**config.mk**
```make
export PLATFORM = sky130hd
export DESIGN_NAME = dam_alarm_monitor
export DESIGN_NICKNAME = d
export VERILOG_FILES = /design/src/design/dam_pkg.sv /design/src/design/dam_alarm_monitor.sv /design/src/design/dam_low_timer.sv /design/src/design/dam_panel_scan.sv
export SDC_FILE = /design/constraint.sdc
export NUM_CORES = 1
export LEC_CHECK = 0
export ABC_AREA = 1
export BUFFER_PORTS_ARGS = -buffer_cell sky130_fd_sc_hd__buf_2
export CAP_MARGIN = 10
export CORE_ASPECT_RATIO = 1.1
export CORE_MARGIN = 3
export CORE_UTILIZATION = 50
export DETAILED_ROUTE_END_ITERATION = 12
export PLACE_DENSITY = 0.73
export SYNTH_ARGS = -nofsm -noshare
export SYNTH_HDL_FRONTEND = slang
export SYNTH_SLANG_ARGS = --single-unit
```
**constraint.sdc**
```tcl
create_clock -name CORE_CLK -period 8.6 [get_ports CORE_CLK]
set_input_delay 0.86 -clock CORE_CLK [delete_from_list [all_inputs] [get_ports CORE_CLK]]
set_output_delay 0.86 -clock CORE_CLK [all_outputs]
set_load 0.03 [all_outputs]
```
**src/design/dam_pkg.sv**
```systemverilog
// Purpose: Shared constants of the drive alarm monitor
// Assumes: 125 MHz core clock
// Notes:   Alarm slots are ordered as listed in DAM_ALM_NUM
package dam_pkg;
  localparam int          DAM_N_ALM    = 10;
  localparam int          DAM_CNT_W    = 34;
  localparam int          DAM_ADDR_W   = 8;
  localparam int          DAM_DATA_W   = 32;
  localparam int          DAM_N_WORDS  = 8;
  localparam int          DAM_WORD_W   = 16;
  localparam int          DAM_STATE_W  = 5;
  // Timing
  localparam int unsigned DAM_CLK_HZ        = 125_000_000;
  localparam int unsigned DAM_MS_PER_S      = 1000;
  localparam int unsigned DAM_CYC_PER_MS    = DAM_CLK_HZ / DAM_MS_PER_S;
  localparam int unsigned DAM_BRUSH_TIME_S  = 10;
  localparam int unsigned DAM_BEARING_TIME_S = 2;
  localparam int unsigned DAM_FLASH_HALF_MS = 250;
  localparam int unsigned DAM_HOLD_MS       = 1000;
  localparam logic [DAM_CNT_W-1:0] DAM_BRUSH_CYC_DEF =
    DAM_CNT_W'(DAM_BRUSH_TIME_S * DAM_CLK_HZ);
  localparam logic [DAM_CNT_W-1:0] DAM_BEARING_CYC_DEF =
    DAM_CNT_W'(DAM_BEARING_TIME_S * DAM_CLK_HZ);
  localparam logic [DAM_CNT_W-1:0] DAM_FLASH_CYC_DEF =
    DAM_CNT_W'(DAM_FLASH_HALF_MS * DAM_CYC_PER_MS);
  localparam logic [DAM_CNT_W-1:0] DAM_HOLD_CYC_DEF =
    DAM_CNT_W'(DAM_HOLD_MS * DAM_CYC_PER_MS);
  // Alarm slots: decimal numbers and their three-digit display codes
  localparam int DAM_ALM_NUM [DAM_N_ALM] = '{15, 18, 19, 20, 21, 22, 23, 24, 25, 26};
  localparam logic [11:0] DAM_ALM_BCD [DAM_N_ALM] = '{12'h015, 12'h018, 12'h019,
    12'h020, 12'h021, 12'h022, 12'h023, 12'h024, 12'h025, 12'h026};
  localparam int DAM_I_RING = 0, DAM_I_SHORT = 1, DAM_I_FB_C = 2, DAM_I_FB_D = 3;
  localparam int DAM_I_EXT1 = 4, DAM_I_EXT2 = 5, DAM_I_FB_A = 6, DAM_I_FB_B = 7;
  localparam int DAM_I_BRUSH = 8, DAM_I_BEARING = 9;
  // Operating states in which each alarm may be active (bit per state)
  localparam logic [31:0] DAM_ALLOW [DAM_N_ALM] = '{default: 32'hFFFF_FFFF};
  localparam logic [7:0]  DAM_LETTER_A      = 8'h41;
  localparam int          DAM_STATUS_BIT    = 7;
  localparam int          DAM_CW2_EXT1_BIT  = 28;
  localparam int          DAM_CW2_EXT2_BIT  = 29;
  localparam logic [7:0]  DAM_SUPP_FIRST    = 8'h65;
  localparam logic [7:0]  DAM_SUPP_LAST     = 8'h93;
  // Register map
  localparam logic [DAM_ADDR_W-1:0] DAM_A_CTRL   = 8'h00;
  localparam logic [DAM_ADDR_W-1:0] DAM_A_DLY1   = 8'h04;
  localparam logic [DAM_ADDR_W-1:0] DAM_A_DLY2   = 8'h08;
  localparam logic [DAM_ADDR_W-1:0] DAM_A_WORDS  = 8'h0C;
  localparam logic [DAM_ADDR_W-1:0] DAM_A_ISTAT  = 8'h10;
  localparam logic [DAM_ADDR_W-1:0] DAM_A_IMASK  = 8'h14;
  localparam logic [DAM_ADDR_W-1:0] DAM_A_STATUS = 8'h18;
  localparam int DAM_CTRL_BRUSH = 0;
  localparam int DAM_CTRL_BEARING = 1;
  localparam logic [15:0] DAM_DLY_RST = 16'h0000;
endpackage

```
**src/design/dam_alarm_monitor.sv**
```systemverilog
// Purpose: Alarm supervision of a DC drive converter
// Assumes: all inputs synchronous to CORE_CLK; plain register port
// Notes:   Alarm flags follow their causes; only the interrupt status is sticky
//
// Design decisions made here: the address map and strobed register access.
`timescale 1ns/1ps
// Summary of operation
// Alarms need no acknowledge; each clears once its cause is gone.
// Many alarms may be active; the panel shows them one after another.
// Any alarm sets status bit 7 and clears the no-alarm bit.
// Each active alarm sets its own bit in eight alarm words.
// Active alarm flashes the red LED on both panels and shows the code.
// Basic panel shows letter A plus the three-digit alarm number.
// External alarm one after control word 2 bit 28 low past delay 003.
// External alarm two after control word 2 bit 29 low past delay 004.
// Four block alarms follow selected binectors of index 001 and 002.
// Brush alarm when enabled and brush sensor low over 10 s.
// Bearing alarm when enabled and bearing sensor low over 2 s.
// Short on any binary select output raises an alarm in all states.
// Ring start alarm while link board initialized but not yet exchanging.
// Each alarm is suppressed outside its allowed operating states.
// Fault codes 101 to 147 are reserved for supplementary boards.
// Low checks count per source, restart and clear when signal goes high.
module dam_alarm_monitor
  import dam_pkg::*;
#(
  parameter logic [DAM_CNT_W-1:0] BRUSH_CYC   = DAM_BRUSH_CYC_DEF,
  parameter logic [DAM_CNT_W-1:0] BEARING_CYC = DAM_BEARING_CYC_DEF,
  parameter logic [DAM_CNT_W-1:0] FLASH_CYC   = DAM_FLASH_CYC_DEF,
  parameter logic [DAM_CNT_W-1:0] HOLD_CYC    = DAM_HOLD_CYC_DEF,
  parameter int unsigned          CYC_PER_MS  = DAM_CYC_PER_MS
) (
  // Clock and reset
  input  wire logic                                      CORE_CLK,
  input  wire logic                                      RST_B,
  // Register port
  input  wire logic [dam_pkg::DAM_ADDR_W-1:0]            REG_ADDR,
  input  wire logic [dam_pkg::DAM_DATA_W-1:0]            REG_WDATA,
  input  wire logic                                      REG_WR,
  input  wire logic                                      REG_RD,
  output logic      [dam_pkg::DAM_DATA_W-1:0]            REG_RDATA,
  output logic                                           IRQ,
  // Alarm sources
  input  wire logic [31:0]                               CONTROL_WORD2,
  input  wire logic [1:0]                                BLOCK_ALARM_SELECT_A,
  input  wire logic [1:0]                                BLOCK_ALARM_SELECT_B,
  input  wire logic                                      BRUSH_SENSE,
  input  wire logic                                      BEARING_SENSE,
  input  wire logic                                      SHORT_DETECT,
  input  wire logic                                      RING_INIT_DONE,
  input  wire logic                                      RING_EXCHANGE_OK,
  input  wire logic [dam_pkg::DAM_STATE_W-1:0]           OP_STATE,
  input  wire logic [7:0]                                FAULT_CODE,
  // Status outputs
  output logic                                           ALARM_PRESENT_BIT,
  output logic                                           NO_ALARM_BIT,
  output logic      [15:0]                               STATUS_WORD1,
  output logic      [dam_pkg::DAM_N_WORDS*dam_pkg::DAM_WORD_W-1:0] ALARM_CONNECTORS,
  output logic                                           SUPP_FAULT,
  // Panels
  output logic                                           BASIC_PANEL_LED,
  output logic                                           COMFORT_PANEL_LED,
  output logic      [7:0]                                BASIC_PANEL_LETTER,
  output logic      [11:0]                               BASIC_PANEL_CODE,
  output logic      [11:0]                               COMFORT_PANEL_CODE,
  output logic                                           PANEL_SHOWING
);
  import dam_pkg::*;

  localparam int NW = DAM_N_WORDS * DAM_WORD_W;

  typedef struct packed {
    logic [DAM_N_ALM-1:0] alarm;
    logic [DAM_N_ALM-1:0] irq_stat;
    logic [DAM_N_ALM-1:0] irq_mask;
    logic                 brush_en;
    logic                 bearing_en;
    logic [15:0]          dly1;
    logic [15:0]          dly2;
    logic [DAM_DATA_W-1:0] rdata;
    logic [DAM_CNT_W-1:0] flash_cnt;
    logic                 led;
    logic                 supp;
  } dam_state_t;

  dam_state_t st_r, st_nxt;

  logic                 ext1_tmr;
  logic                 ext2_tmr;
  logic                 brush_tmr;
  logic                 bearing_tmr;
  logic [DAM_N_ALM-1:0] raw;
  logic [DAM_N_ALM-1:0] qual;
  logic [NW-1:0]        words;
  logic [DAM_CNT_W-1:0] lim1;
  logic [DAM_CNT_W-1:0] lim2;
  logic [11:0]          scan_code;
  logic                 scan_show;
  logic                 any_alarm;

  assign lim1 = DAM_CNT_W'(st_r.dly1) * DAM_CNT_W'(CYC_PER_MS);
  assign lim2 = DAM_CNT_W'(st_r.dly2) * DAM_CNT_W'(CYC_PER_MS);

  dam_low_timer #(.CNT_W(DAM_CNT_W)) u_ext1 (
    .clk    (CORE_CLK),
    .rst_b  (RST_B),
    .enable (1'b1),
    .level  (CONTROL_WORD2[DAM_CW2_EXT1_BIT]),
    .limit  (lim1),
    .alarm  (ext1_tmr)
  );

  dam_low_timer #(.CNT_W(DAM_CNT_W)) u_ext2 (
    .clk    (CORE_CLK),
    .rst_b  (RST_B),
    .enable (1'b1),
    .level  (CONTROL_WORD2[DAM_CW2_EXT2_BIT]),
    .limit  (lim2),
    .alarm  (ext2_tmr)
  );

  dam_low_timer #(.CNT_W(DAM_CNT_W)) u_brush (
    .clk    (CORE_CLK),
    .rst_b  (RST_B),
    .enable (st_r.brush_en),
    .level  (BRUSH_SENSE),
    .limit  (BRUSH_CYC),
    .alarm  (brush_tmr)
  );

  dam_low_timer #(.CNT_W(DAM_CNT_W)) u_bearing (
    .clk    (CORE_CLK),
    .rst_b  (RST_B),
    .enable (st_r.bearing_en),
    .level  (BEARING_SENSE),
    .limit  (BEARING_CYC),
    .alarm  (bearing_tmr)
  );

  // Raw causes, one per alarm slot
  always_comb begin
    raw                = '0;
    raw[DAM_I_RING]    = RING_INIT_DONE && !RING_EXCHANGE_OK;
    raw[DAM_I_SHORT]   = SHORT_DETECT;
    raw[DAM_I_FB_C]    = BLOCK_ALARM_SELECT_A[1];
    raw[DAM_I_FB_D]    = BLOCK_ALARM_SELECT_B[1];
    raw[DAM_I_EXT1]    = ext1_tmr;
    raw[DAM_I_EXT2]    = ext2_tmr;
    raw[DAM_I_FB_A]    = BLOCK_ALARM_SELECT_A[0];
    raw[DAM_I_FB_B]    = BLOCK_ALARM_SELECT_B[0];
    raw[DAM_I_BRUSH]   = brush_tmr;
    raw[DAM_I_BEARING] = bearing_tmr;
  end

  // Operating-state qualification
  genvar gi;
  generate
    for (gi = 0; gi < DAM_N_ALM; gi++) begin : g_qual
      assign qual[gi] = raw[gi] && DAM_ALLOW[gi][OP_STATE];
    end
  endgenerate

  // Alarm word bank: alarm n sits at bit n-1
  always_comb begin
    words = '0;
    for (int i = 0; i < DAM_N_ALM; i++) begin
      words[DAM_ALM_NUM[i] - 1] = st_r.alarm[i];
    end
  end

  assign any_alarm = |st_r.alarm;

  always_comb begin
    st_nxt = st_r;
    // Flags follow their causes, nothing to acknowledge
    st_nxt.alarm = qual;
    // Register reads and read-clear of the interrupt status
    st_nxt.rdata = '0;
    if (REG_RD) begin
      unique case (REG_ADDR)
        DAM_A_CTRL:   st_nxt.rdata = DAM_DATA_W'({st_r.bearing_en, st_r.brush_en});
        DAM_A_DLY1:   st_nxt.rdata = DAM_DATA_W'(st_r.dly1);
        DAM_A_DLY2:   st_nxt.rdata = DAM_DATA_W'(st_r.dly2);
        DAM_A_WORDS:  st_nxt.rdata = words[DAM_DATA_W-1:0];
        DAM_A_ISTAT:  st_nxt.rdata = DAM_DATA_W'(st_r.irq_stat);
        DAM_A_IMASK:  st_nxt.rdata = DAM_DATA_W'(st_r.irq_mask);
        DAM_A_STATUS: st_nxt.rdata = DAM_DATA_W'({scan_code, !any_alarm, any_alarm});
        default:      st_nxt.rdata = '0;
      endcase
    end
    if (REG_RD && REG_ADDR == DAM_A_ISTAT) begin
      st_nxt.irq_stat = '0;
    end
    // New alarms win over a clearing read in the same cycle
    st_nxt.irq_stat = st_nxt.irq_stat | (qual & ~st_r.alarm);
    if (REG_WR) begin
      unique case (REG_ADDR)
        DAM_A_CTRL: begin
          st_nxt.brush_en   = REG_WDATA[DAM_CTRL_BRUSH];
          st_nxt.bearing_en = REG_WDATA[DAM_CTRL_BEARING];
        end
        DAM_A_DLY1:  st_nxt.dly1     = REG_WDATA[15:0];
        DAM_A_DLY2:  st_nxt.dly2     = REG_WDATA[15:0];
        DAM_A_IMASK: st_nxt.irq_mask = REG_WDATA[DAM_N_ALM-1:0];
        default: ;
      endcase
    end
    // Red LED flashes while any alarm is active
    // Preloaded so the first alarm cycle toggles the LED on at once
    if (!any_alarm) begin
      st_nxt.flash_cnt = FLASH_CYC - DAM_CNT_W'(1);
      st_nxt.led       = 1'b0;
    end else if (st_r.flash_cnt >= FLASH_CYC - DAM_CNT_W'(1)) begin
      st_nxt.flash_cnt = '0;
      st_nxt.led       = !st_r.led;
    end else begin
      st_nxt.flash_cnt = st_r.flash_cnt + DAM_CNT_W'(1);
    end
    // Reserved supplementary-board fault range
    st_nxt.supp = (FAULT_CODE >= DAM_SUPP_FIRST) && (FAULT_CODE <= DAM_SUPP_LAST);
  end

  always_ff @(posedge CORE_CLK or negedge RST_B) begin
    if (!RST_B) begin
      st_r      <= '0;
      st_r.dly1 <= DAM_DLY_RST;
      st_r.dly2 <= DAM_DLY_RST;
    end else begin
      st_r <= st_nxt;
    end
  end

  dam_panel_scan #(.N(DAM_N_ALM), .CNT_W(DAM_CNT_W)) u_scan (
    .clk      (CORE_CLK),
    .rst_b    (RST_B),
    .active   (st_r.alarm),
    .hold_cyc (HOLD_CYC),
    .code     (scan_code),
    .showing  (scan_show)
  );

  assign REG_RDATA          = st_r.rdata;
  assign IRQ                = |(st_r.irq_stat & st_r.irq_mask);
  assign ALARM_PRESENT_BIT  = any_alarm;
  assign NO_ALARM_BIT       = !any_alarm;
  assign STATUS_WORD1       = 16'(any_alarm) << DAM_STATUS_BIT;
  assign ALARM_CONNECTORS   = words;
  assign SUPP_FAULT         = st_r.supp;
  assign BASIC_PANEL_LED    = st_r.led;
  assign COMFORT_PANEL_LED  = st_r.led;
  assign BASIC_PANEL_LETTER = scan_show ? DAM_LETTER_A : 8'h00;
  assign BASIC_PANEL_CODE   = scan_code;
  assign COMFORT_PANEL_CODE = scan_code;
  assign PANEL_SHOWING      = scan_show;
endmodule

```
**src/design/dam_low_timer.sv**
```systemverilog
// Purpose: Low-duration check on one monitored level
// Assumes: level synchronous to clk
// Notes:   Alarm rises once the level has been low for more than limit cycles
`timescale 1ns/1ps
module dam_low_timer #(
  parameter int CNT_W = 34
) (
  // Clock and reset
  input  wire logic             clk,
  input  wire logic             rst_b,
  // Check
  input  wire logic             enable,
  input  wire logic             level,
  input  wire logic [CNT_W-1:0] limit,
  output logic                  alarm
);
  typedef struct packed {
    logic [CNT_W-1:0] cnt;
    logic             alarm;
  } dam_tmr_t;
  dam_tmr_t st_r, st_nxt;

  always_comb begin
    st_nxt = st_r;
    if (!enable || level) begin
      st_nxt.cnt   = '0;
      st_nxt.alarm = 1'b0;
    end else begin
      if (st_r.cnt <= limit) begin
        st_nxt.cnt = st_r.cnt + CNT_W'(1);
      end
      st_nxt.alarm = (st_nxt.cnt > limit);
    end
  end

  always_ff @(posedge clk or negedge rst_b) begin
    if (!rst_b) begin
      st_r <= '0;
    end else begin
      st_r <= st_nxt;
    end
  end

  assign alarm = st_r.alarm;
endmodule

```
**src/design/dam_panel_scan.sv**
```systemverilog
// Purpose: Cycles the panel display through all active alarms
// Assumes: active vector registered upstream
// Notes:   Each alarm stays on the display for hold_cyc+1 cycles
`timescale 1ns/1ps
module dam_panel_scan
  import dam_pkg::*;
#(
  parameter int N     = 10,
  parameter int CNT_W = 34
) (
  // Clock and reset
  input  wire logic             clk,
  input  wire logic             rst_b,
  // Alarms
  input  wire logic [N-1:0]     active,
  input  wire logic [CNT_W-1:0] hold_cyc,
  // Display
  output logic [11:0]           code,
  output logic                  showing
);
  localparam int IW = $clog2(N);
  typedef struct packed {
    logic [IW-1:0]    idx;
    logic [CNT_W-1:0] hold;
    logic [11:0]      code;
    logic             show;
  } dam_scan_t;
  dam_scan_t st_r, st_nxt;
  logic [IW-1:0] next_idx;

  always_comb begin
    logic found;
    int   j;
    found    = 1'b0;
    j        = 0;
    next_idx = st_r.idx;
    for (int k = 1; k <= N; k++) begin
      j = (int'(st_r.idx) + k) % N;
      if (!found && active[j]) begin
        found    = 1'b1;
        next_idx = IW'(j);
      end
    end
  end

  always_comb begin
    st_nxt = st_r;
    if (active == '0) begin
      st_nxt.show = 1'b0;
      st_nxt.hold = '0;
      st_nxt.code = '0;
    end else if (!st_r.show || !active[st_r.idx] || st_r.hold >= hold_cyc) begin
      st_nxt.idx  = next_idx;
      st_nxt.hold = '0;
      st_nxt.code = DAM_ALM_BCD[next_idx];
      st_nxt.show = 1'b1;
    end else begin
      st_nxt.hold = st_r.hold + CNT_W'(1);
    end
  end

  always_ff @(posedge clk or negedge rst_b) begin
    if (!rst_b) begin
      st_r <= '0;
    end else begin
      st_r <= st_nxt;
    end
  end

  assign code    = st_r.code;
  assign showing = st_r.show;
endmodule

```
==> impl_results.html, run 1 <==
<table>
<tr><th>Metric</th><th>Value</th></tr>
<tr><th colspan="2">Detailed routing</th></tr>
<tr><td>Total via count after detailed routing</td><td>between 20000 and 30000</td></tr>
<tr><td>Wire length per cell after detailed routing</td><td>~15 µm</td></tr>
<tr><td>Avg Vias per Cell</td><td>5.09</td></tr>
<tr><td>Iter 0 DRT Violations</td><td>1585</td></tr>
<tr><td>Iteration count of the initial detailed-routing pass</td><td>6</td></tr>
<tr><td>Remaining routing DRC violations</td><td>0</td></tr>
<tr><td>Total length of routed wires</td><td>between 70 and 80 mm</td></tr>
<tr><td>Antenna Violating Nets Remaining</td><td>0</td></tr>
<tr><th colspan="2">Clock tree</th></tr>
<tr><td>Clock Sink Count</td><td>between 300 and 400</td></tr>
<tr><td>Clock-pin slew of the registers on the worst-case setup and hold paths</td><td>0.06 ns</td></tr>
<tr><td>Worst-case clock buffer depth</td><td>3</td></tr>
<tr><td>CTS tree</td><td>done</td></tr>
<tr><td>CTS buffer count</td><td>39</td></tr>
<tr><td>Clock tree root buffer cell</td><td>clkbuf_16</td></tr>
<tr><td>H-tree lvl count</td><td>2</td></tr>
<tr><td>Clock network latency to the later pin of the worst-skew pair</td><td>0.57 ns</td></tr>
<tr><th colspan="2">Floorplanning</th></tr>
<tr><td>Core region area</td><td>about 60000 µm²</td></tr>
<tr><td>Floorplan row count</td><td>94</td></tr>
<tr><td>Effective utilization at floorplan</td><td>50.7%</td></tr>
<tr><td>Die X</td><td>241 µm</td></tr>
<tr><td>Ports</td><td>313</td></tr>
<tr><td>DIE HEIGHT</td><td>265 µm</td></tr>
<tr><td>Die Footprint</td><td>64000 µm²</td></tr>
<tr><th colspan="2">Synth</th></tr>
<tr><td>Async SR Flop Fraction</td><td>100%</td></tr>
<tr><td>Gate count of the mapped netlist</td><td>~4000</td></tr>
<tr><td>Number of synthesized register bits</td><td>310</td></tr>
<tr><td>Share of the yosys chip area belonging to registers</td><td>around 25%</td></tr>
<tr><td>Synth warn</td><td>0</td></tr>
<tr><td>Prevailing post-synth register cell</td><td>dfrtp_1</td></tr>
<tr><td>Number of enable-type register cells in the synthesized netlist</td><td>0</td></tr>
<tr><td>Synthesized area per cell</td><td>7.59 µm²</td></tr>
<tr><td>Number of distinct library cells after synthesis</td><td>62</td></tr>
<tr><td>Combined area of all synthesized cells</td><td>about 30000 µm²</td></tr>
<tr><th colspan="2">Timing</th></tr>
<tr><td>Measured slew at the worst slew-check pin</td><td>1.23 ns</td></tr>
<tr><td>Final count of hold timing violations</td><td>0</td></tr>
<tr><td>RSZ-0062 raised after global routing</td><td>yes</td></tr>
<tr><td>Rel. slew slack</td><td>17.0%</td></tr>
<tr><td>Share of the clock period used by the worst path</td><td>approximately 99%</td></tr>
<tr><td>Number of endpoints failing setup at the final stage</td><td>0</td></tr>
<tr><td>Highest Clock Rate</td><td>between 100 and 150 MHz</td></tr>
<tr><td>Shortest clock period the worst path allows after layout</td><td>8.55 ns</td></tr>
<tr><td>Worst Skew</td><td>around 0.026 ns</td></tr>
<tr><td>Worst hold slack</td><td>between 0.2 and 0.25 ns</td></tr>
<tr><td>Final number of max-transition violations</td><td>0</td></tr>
<tr><th colspan="2">Run status</th></tr>
<tr><td>Outcome</td><td>complete, no violations</td></tr>
<tr><th colspan="2">GRT</th></tr>
<tr><td>First-pass GRT wire length</td><td>122 mm</td></tr>
<tr><td>Largest net degree at the start of global routing</td><td>about 180</td></tr>
<tr><td>Sum of overflow across all layers after global routing</td><td>0</td></tr>
<tr><td>Initial antenna violation count</td><td>3</td></tr>
<tr><td>GRT Resource Usage Total</td><td>roughly a quarter</td></tr>
<tr><td>Number of global-route vias before repair</td><td>25000</td></tr>
<tr><th colspan="2">Setup path</th></tr>
<tr><td>Worst Path Max Fanout</td><td>4</td></tr>
<tr><td>Cell seen most often among critical-path stages</td><td>nand2_1</td></tr>
<tr><td>R2r setup slk</td><td>roughly 0.055 ns</td></tr>
<tr><td>Setup crit start kind</td><td>register</td></tr>
<tr><td>Worst reg2reg path depth</td><td>between 50 and 60</td></tr>
<tr><td>Startpoint of the most critical register-to-register path</td><td>st_r[86]</td></tr>
<tr><td>Arrival time at the worst endpoint</td><td>between 9 and 10 ns</td></tr>
<tr><td>Worst Setup End Kind</td><td>register</td></tr>
<tr><td>Crit Reg-Reg Endpoint</td><td>u_ext1.alarm</td></tr>
<tr><td>Slowest-stage cell, CP</td><td>fa_1</td></tr>
<tr><td>CP required</td><td>just over 9 ns</td></tr>
<tr><td>Stage delay of the slowest cell on the critical path</td><td>between 0.5 and 0.6 ns</td></tr>
<tr><td>Type of the worst setup path</td><td>register to register</td></tr>
<tr><th colspan="2">Power and ir drop</th></tr>
<tr><td>Largest voltage drop on the vdd net</td><td>0.579 mV</td></tr>
<tr><td>Final Total Pwr</td><td>around 10 mW</td></tr>
<tr><td>Static leakage power</td><td>~18 nW</td></tr>
<tr><td>Power per cell area</td><td>just under 300 nW/µm²</td></tr>
<tr><th colspan="2">Final layout</th></tr>
<tr><td>Multi-input logic area</td><td>around 20000 µm²</td></tr>
<tr><td>Register cell area after layout</td><td>7760 µm²</td></tr>
<tr><td>Fillers</td><td>5397</td></tr>
<tr><td>Final nets</td><td>roughly 5000</td></tr>
<tr><td>Share of cells above drive strength 1</td><td>roughly 14%</td></tr>
<tr><td>Final instance area</td><td>34700 µm²</td></tr>
<tr><td>Area growth from synthesis to layout</td><td>13.7%</td></tr>
<tr><th colspan="2">Worst hold path</th></tr>
<tr><td>Path category of the worst min-delay check</td><td>input pin to asynchronous set/reset pin</td></tr>
<tr><th colspan="2">Run</th></tr>
<tr><td>Max-cap violation count</td><td>0</td></tr>
<tr><th colspan="2">Placement</th></tr>
<tr><td>Final weighted congestion in routability-driven placement</td><td>around 0.94</td></tr>
<tr><td>Detailed placement HPWL</td><td>about 60 mm</td></tr>
<tr><td>Placed inst area</td><td>between 30000 and 40000 µm²</td></tr>
<tr><td>Port Buf Inserts</td><td>a little over 100</td></tr>
</table>
## worst max path at each step
| stage | from | end | slack [ns] | depth (start not counted) |
|---|---|---|---|---|
| 3_5_place_dp | st_r[85] | u_ext1.alarm | -0.29 | 52 |
| 6_report | st_r[86] | u_ext1.alarm | 0.05 | 52 |
| 4_1_cts | st_r[71] | u_ext2.alarm | 0.001 | 47 |
| 5_1_grt | st_r[86] | u_ext1.alarm | -0.44 | 52 |
| 3_3_place_gp | st_r[69] | u_ext2.alarm | -0.19 | 46 |
| 2_1_floorplan | st_r[71] | u_ext2.alarm | 0.37 | 49 |
## critical path, delay by kind of cell, from the launching register on
kind / cells / cell delay (ns)
AOI/OAI and AO/OA: 11 / 1.39
buffers and inverters: 10 / 1.05
DFF: 1 / 0.41
and+or+nand+nor: 20 / 1.65
xor gates and xnor gates: 2 / 0.40
adders and majority gates: 9 / 3.55
## registers in the layout, indices dropped and copies added, names as in the netlist
register	count
ALARM_CONNECTORS	10
BASIC_PANEL_LED	1
REG_RDATA	25
SUPP_FAULT	1
st_r	88
u_bearing.alarm	1
u_bearing.st_r	34
u_brush.alarm	1
u_brush.st_r	34
u_ext1.alarm	1
u_ext1.st_r	34
u_ext2.alarm	1
u_ext2.st_r	34
u_scan.code	6
u_scan.showing	1
u_scan.st_r	38
## synth_stat cells, types with 8 or more instances
master,instances,area share (%)
nand2_1,715,8.8
inv_1,630,7.8
nor2_1,403,5.0
ha_1,371,15
dfrtp_1,310,25
buf_4,211,5.2
nand3_1,203,3.3
o21ai_0,179,2.9
a21oi_1,158,2.6
xor2_1,145,4.2
fa_1,110,7.2
nor3_1,101,1.7
nand4_1,93,1.9
xnor2_1,50,1.4
nor4_1,41,0.84
clkbuf_1,40,0.49
nand2_2,33,0.68
o22ai_1,23,0.47
inv_2,19,0.23
o21ai_1,16,0.26
nor3b_1,13,0.32
o21bai_1,12,0.30
a211oi_1,9,0.22
nand3b_1,9,0.22
o211ai_1,9,0.22
o31ai_1,9,0.22
a21o_1,8,0.20
a31oi_1,8,0.16
or2_2,8,0.16
## metal layers
metal,vias to the layer above,routed length (µm),GRT usage (%)
met4,2,3090,9.68
met3,157,4270,3.83
met5,-,11,0
met1,12200,32700,30.0
li1,13100,-,-
met2,679,36300,39.4
## area by class of cell
cell class              count  area share, %
clock inverters            20          0.754
well taps                 816           2.94
diodes                      2         0.0144
multi-input cells        2967           57.3
repair buffers            319           6.38
flip-flops and latches    310           22.4
inverters                 653           7.08
clock buffers              51           3.15
## cells in the final DEF, fill, tap and decap left out, types with 8 or more instances in the layout
cell type	count
a21o_1	8
a21oi_1	138
nand2_2	46
nor3_1	90
o21bai_1	11
xor2_1	137
xor2_2	10
o31ai_1	9
nor3b_1	12
ha_4	17
xnor2_1	43
nand3b_1	9
nand3_2	11
o211ai_1	9
a21oi_2	19
o22ai_1	23
buf_4	208
o21ai_1	25
nand2_4	8
inv_2	31
conb_1	174
nand4_1	93
o21ai_0	167
nand2_1	699
dfrtp_1	310
a211oi_1	9
a31oi_1	8
nor2_1	385
fa_1	110
nor4_1	36
or2_2	8
buf_2	102
nor2_2	18
inv_1	618
ha_1	354
nor3_2	11
nand3_1	195
clkbuf_16	40
## stage by stage
step / setup WS (ns) / TNS [ns] / util [%] / instances
global route: -0.442 / -0.866 / 57.7 / 5137
global placement: -0.188 / -0.314 / 53.7 / 5028
finish: 0.0546 / 0 / 57.7 / 5138
floorplan: 0.371 / 0 / - / 4193
detailed placement: -0.292 / -0.580 / 53.7 / 5028
CTS: 0.00109 / 0 / 56.6 / 5123
## logic make-up after synthesis
family / Yosys count / share of synthesized area [%]
AND/OR/NAND/NOR: 1649 / 23.8
XOR/XNOR: 197 / 5.71
buffers and inverters: 916 / 14.0
adder cells (fa/ha/maj): 481 / 22.4
AO/OA/AOI/OAI: 466 / 8.63
flip-flops: 310 / 25.4
other: 1 / 0.0123
## what timing repair did
item / in CTS / in global routing
setup buffers: 24 / 13
pin swaps: 33 / 80
hold buffers: 0 / 0
endpoints found under the setup margin: 2 / 2
gates resized for setup: 43 / 118
## report_power, final
| group | switching, mW | total, mW | internal [mW] |
|---|---|---|---|
| registers | 0.108 | 1.68 | 1.57 |
| logic | 4.36 | 6.65 | 2.29 |
| clock network | 0.677 | 1.73 | 1.05 |
| total | 5.14 | 10.1 | 4.91 |
Power figures use the tool's default switching activity.
==> run 2: changes to the inputs <==
Settings changed: CORE_UTILIZATION 50 to 48, PLACE_DENSITY 0.73 to 0.71.
==> impl_results.html, run 2 (synthesis results as in run 1) <==
<table>
<tr><th>Metric</th><th>Value</th></tr>
<tr><th colspan="2">GRT</th></tr>
<tr><td>First-pass GRT wire length</td><td>roughly 120 mm</td></tr>
<tr><td>Largest net degree at the start of global routing</td><td>162</td></tr>
<tr><td>Number of global-route vias before repair</td><td>between 20000 and 30000</td></tr>
<tr><td>Initial antenna violation count</td><td>3</td></tr>
<tr><td>GRT Resource Usage Total</td><td>approximately 22%</td></tr>
<tr><td>Sum of overflow across all layers after global routing</td><td>0</td></tr>
<tr><th colspan="2">Detailed routing</th></tr>
<tr><td>Total via count after detailed routing</td><td>~26000</td></tr>
<tr><td>Iter 0 DRT Violations</td><td>1370</td></tr>
<tr><td>Avg Vias per Cell</td><td>between 5 and 6</td></tr>
<tr><td>Wire length per cell after detailed routing</td><td>14.8 µm</td></tr>
<tr><td>Remaining routing DRC violations</td><td>0</td></tr>
<tr><td>Antenna Violating Nets Remaining</td><td>0</td></tr>
<tr><td>Total length of routed wires</td><td>approximately 77 mm</td></tr>
<tr><td>Iteration count of the initial detailed-routing pass</td><td>5</td></tr>
<tr><th colspan="2">Power and ir drop</th></tr>
<tr><td>Cell-internal power</td><td>4.93 mW</td></tr>
<tr><td>Largest voltage drop on the vdd net</td><td>0.449 mV</td></tr>
<tr><td>Power per cell area</td><td>288 nW/µm²</td></tr>
<tr><td>Fraction of power consumed by combinational cells</td><td>65.6%</td></tr>
<tr><td>Switching part of the total</td><td>approximately 51%</td></tr>
<tr><td>Final Total Pwr</td><td>10.0 mW</td></tr>
<tr><td>Net Switching</td><td>a little over 5 mW</td></tr>
<tr><td>Share of total power in the clock network</td><td>approximately 18%</td></tr>
<tr><td>Static leakage power</td><td>between 15 and 20 nW</td></tr>
<tr><td>Register share of total power</td><td>16.7%</td></tr>
<tr><th colspan="2">Clock tree</th></tr>
<tr><td>Worst-case clock buffer depth</td><td>3</td></tr>
<tr><td>Clock Sink Count</td><td>310</td></tr>
<tr><td>CTS buffer count</td><td>39</td></tr>
<tr><td>Clock-pin slew of the registers on the worst-case setup and hold paths</td><td>0.06 ns</td></tr>
<tr><td>Clock tree root buffer cell</td><td>clkbuf_16</td></tr>
<tr><td>Clock network latency to the later pin of the worst-skew pair</td><td>around 0.57 ns</td></tr>
<tr><td>CTS tree</td><td>done</td></tr>
<tr><td>H-tree lvl count</td><td>2</td></tr>
<tr><th colspan="2">Timing</th></tr>
<tr><td>Rel. slew slack</td><td>16.2%</td></tr>
<tr><td>Worst-case setup margin in the final layout</td><td>a little under 0.08 ns</td></tr>
<tr><td>Final count of hold timing violations</td><td>0</td></tr>
<tr><td>Final number of max-transition violations</td><td>0</td></tr>
<tr><td>Measured slew at the worst slew-check pin</td><td>around 1.3 ns</td></tr>
<tr><td>Share of the clock period used by the worst path</td><td>around 99%</td></tr>
<tr><td>Worst Skew</td><td>0.0249 ns</td></tr>
<tr><td>Shortest clock period the worst path allows after layout</td><td>~8.5 ns</td></tr>
<tr><td>RSZ-0062 raised after global routing</td><td>yes</td></tr>
<tr><td>Number of endpoints failing setup at the final stage</td><td>0</td></tr>
<tr><td>Highest Clock Rate</td><td>about 120 MHz</td></tr>
<tr><th colspan="2">Setup path</th></tr>
<tr><td>Startpoint of the most critical register-to-register path</td><td>st_r[70]</td></tr>
<tr><td>CP required</td><td>roughly 9 ns</td></tr>
<tr><td>Worst reg2reg path depth</td><td>48</td></tr>
<tr><td>Arrival time at the worst endpoint</td><td>between 8 and 9 ns</td></tr>
<tr><td>Setup crit start kind</td><td>register</td></tr>
<tr><td>Worst Setup End Kind</td><td>register</td></tr>
<tr><td>Crit Reg-Reg Endpoint</td><td>u_ext2.alarm</td></tr>
<tr><td>R2r setup slk</td><td>between 0.07 and 0.08 ns</td></tr>
<tr><td>Stage delay of the slowest cell on the critical path</td><td>around 0.56 ns</td></tr>
<tr><td>Type of the worst setup path</td><td>register to register</td></tr>
<tr><td>Worst Path Max Fanout</td><td>7</td></tr>
<tr><td>Slowest-stage cell, CP</td><td>fa_1</td></tr>
<tr><th colspan="2">Placement</th></tr>
<tr><td>Placement Setup Slack</td><td>-0.372 ns</td></tr>
<tr><td>Port Buf Inserts</td><td>roughly 100</td></tr>
<tr><td>Final weighted congestion in routability-driven placement</td><td>just over 0.9</td></tr>
<tr><td>Detailed placement HPWL</td><td>60.2 mm</td></tr>
<tr><th colspan="2">Final layout</th></tr>
<tr><td>Final antenna diode count</td><td>0</td></tr>
<tr><td>Top register by number of flip-flops</td><td>st_r</td></tr>
<tr><td>Flip-flop count of the largest register, all copies and words added</td><td>just under 90</td></tr>
<tr><td>Final nets</td><td>approximately 4900</td></tr>
<tr><td>Commonest cells after routing, fill and taps aside</td><td>nand2_1, inv_1, nor2_1</td></tr>
<tr><td>Most common cell after layout, fill and taps aside</td><td>nand2_1</td></tr>
<tr><td>Area growth from synthesis to layout</td><td>14.3%</td></tr>
<tr><td>Share of cells above drive strength 1</td><td>around 14%</td></tr>
<tr><td>Utilization of the core after routing</td><td>55.7%</td></tr>
<tr><td>Largest registers ranked by flip-flop count</td><td>st_r x88, u_scan.st_r x38</td></tr>
<tr><td>Fillers</td><td>slightly below 6000</td></tr>
<tr><th colspan="2">Worst hold path</th></tr>
<tr><td>Path category of the worst min-delay check</td><td>input pin to asynchronous set/reset pin</td></tr>
<tr><th colspan="2">Floorplanning</th></tr>
<tr><td>Die Footprint</td><td>approximately 67000 µm²</td></tr>
<tr><td>Floorplan row count</td><td>96</td></tr>
<tr><td>Die X</td><td>approximately 250 µm</td></tr>
<tr><td>DIE HEIGHT</td><td>~270 µm</td></tr>
<tr><td>Effective utilization at floorplan</td><td>between 40% and 50%</td></tr>
<tr><td>Core region area</td><td>~63000 µm²</td></tr>
<tr><td>Ports</td><td>313</td></tr>
<tr><th colspan="2">Run</th></tr>
<tr><td>Max-cap violation count</td><td>0</td></tr>
<tr><th colspan="2">Run status</th></tr>
<tr><td>Outcome</td><td>complete, no violations</td></tr>
</table>
-- run 2: power by group through the flow --
stage | logic (mW) | clock network (mW) | registers (mW)
after floorplan | 4.99 | 0 | 1.67
after global placement | 6.22 | 0 | 1.71
after detailed placement | 6.31 | 0 | 1.71
after CTS | 6.39 | 1.81 | 1.68
after global routing | 7.50 | 1.86 | 1.69
final | 6.58 | 1.77 | 1.68
-- run 2: metal layers --
metal  vias up  global-route usage (%)  wire, µm
li1      13200                       -         -
met4         2                    7.45      2820
met1     12200                    29.1     32700
met2       659                    38.5     36900
met3       168                    3.21      4120
met5         -                       0         8
-- run 2: how the worst max path moves through the flow --
stage	end	slack (ns)	from	cells past startpoint
after floorplan	u_ext2.alarm	0.37	st_r[71]	49
after global routing	u_ext1.alarm	-0.48	st_r[88]	50
final	u_ext2.alarm	0.08	st_r[70]	48
after global placement	u_ext2.alarm	-0.23	st_r[71]	48
after CTS	u_ext1.alarm	-0.007	st_r[87]	52
after detailed placement	u_ext1.alarm	-0.37	st_r[87]	52
-- run 2: repair_timing --
action                                 4_1_cts  5_1_grt
resized for setup                           42      145
hold buffers                                 0        0
setup endpoints to repair                    2        2
gates cloned                                 0        0
endpoints found under the hold margin        0        0
pin swaps                                   33      125
buffers inserted                            17       26
-- run 2: stage by stage --
step | std cells | hold WS, ns | setup TNS [ns] | area (µm²)
after CTS | 5136 | 0.281 | -0.00705 | 34000
after global routing | 5162 | 0.294 | -0.908 | 34900
final | 5162 | 0.271 | 0 | 34900
after detailed placement | 5050 | 0.364 | -0.640 | 32300
after floorplan | 4193 | 0.354 | 0 | 31100
after global placement | 5050 | 0.363 | -0.463 | 32300
-- run 2: layout make-up --
cell class                 count  area, µm²  area share (%)
inverter                     653       2460            7.05
clock inverter                19        288           0.826
timing repair buffer         330       2300            6.60
sequential                   310       7760            22.3
multi-input combinational   2967      19900            57.2
clock buffer                  50       1090            3.12
tap                          833       1040            2.99
-- run 2: worst max-delay path, delay by kind of cell, from the launching register on --
kind	cells	cell delay, ns
compound gates	8	0.99
xor+xnor	2	0.25
fa+ha+maj	9	3.55
flops	1	0.40
buf+inv	7	0.69
simple gates	22	2.51
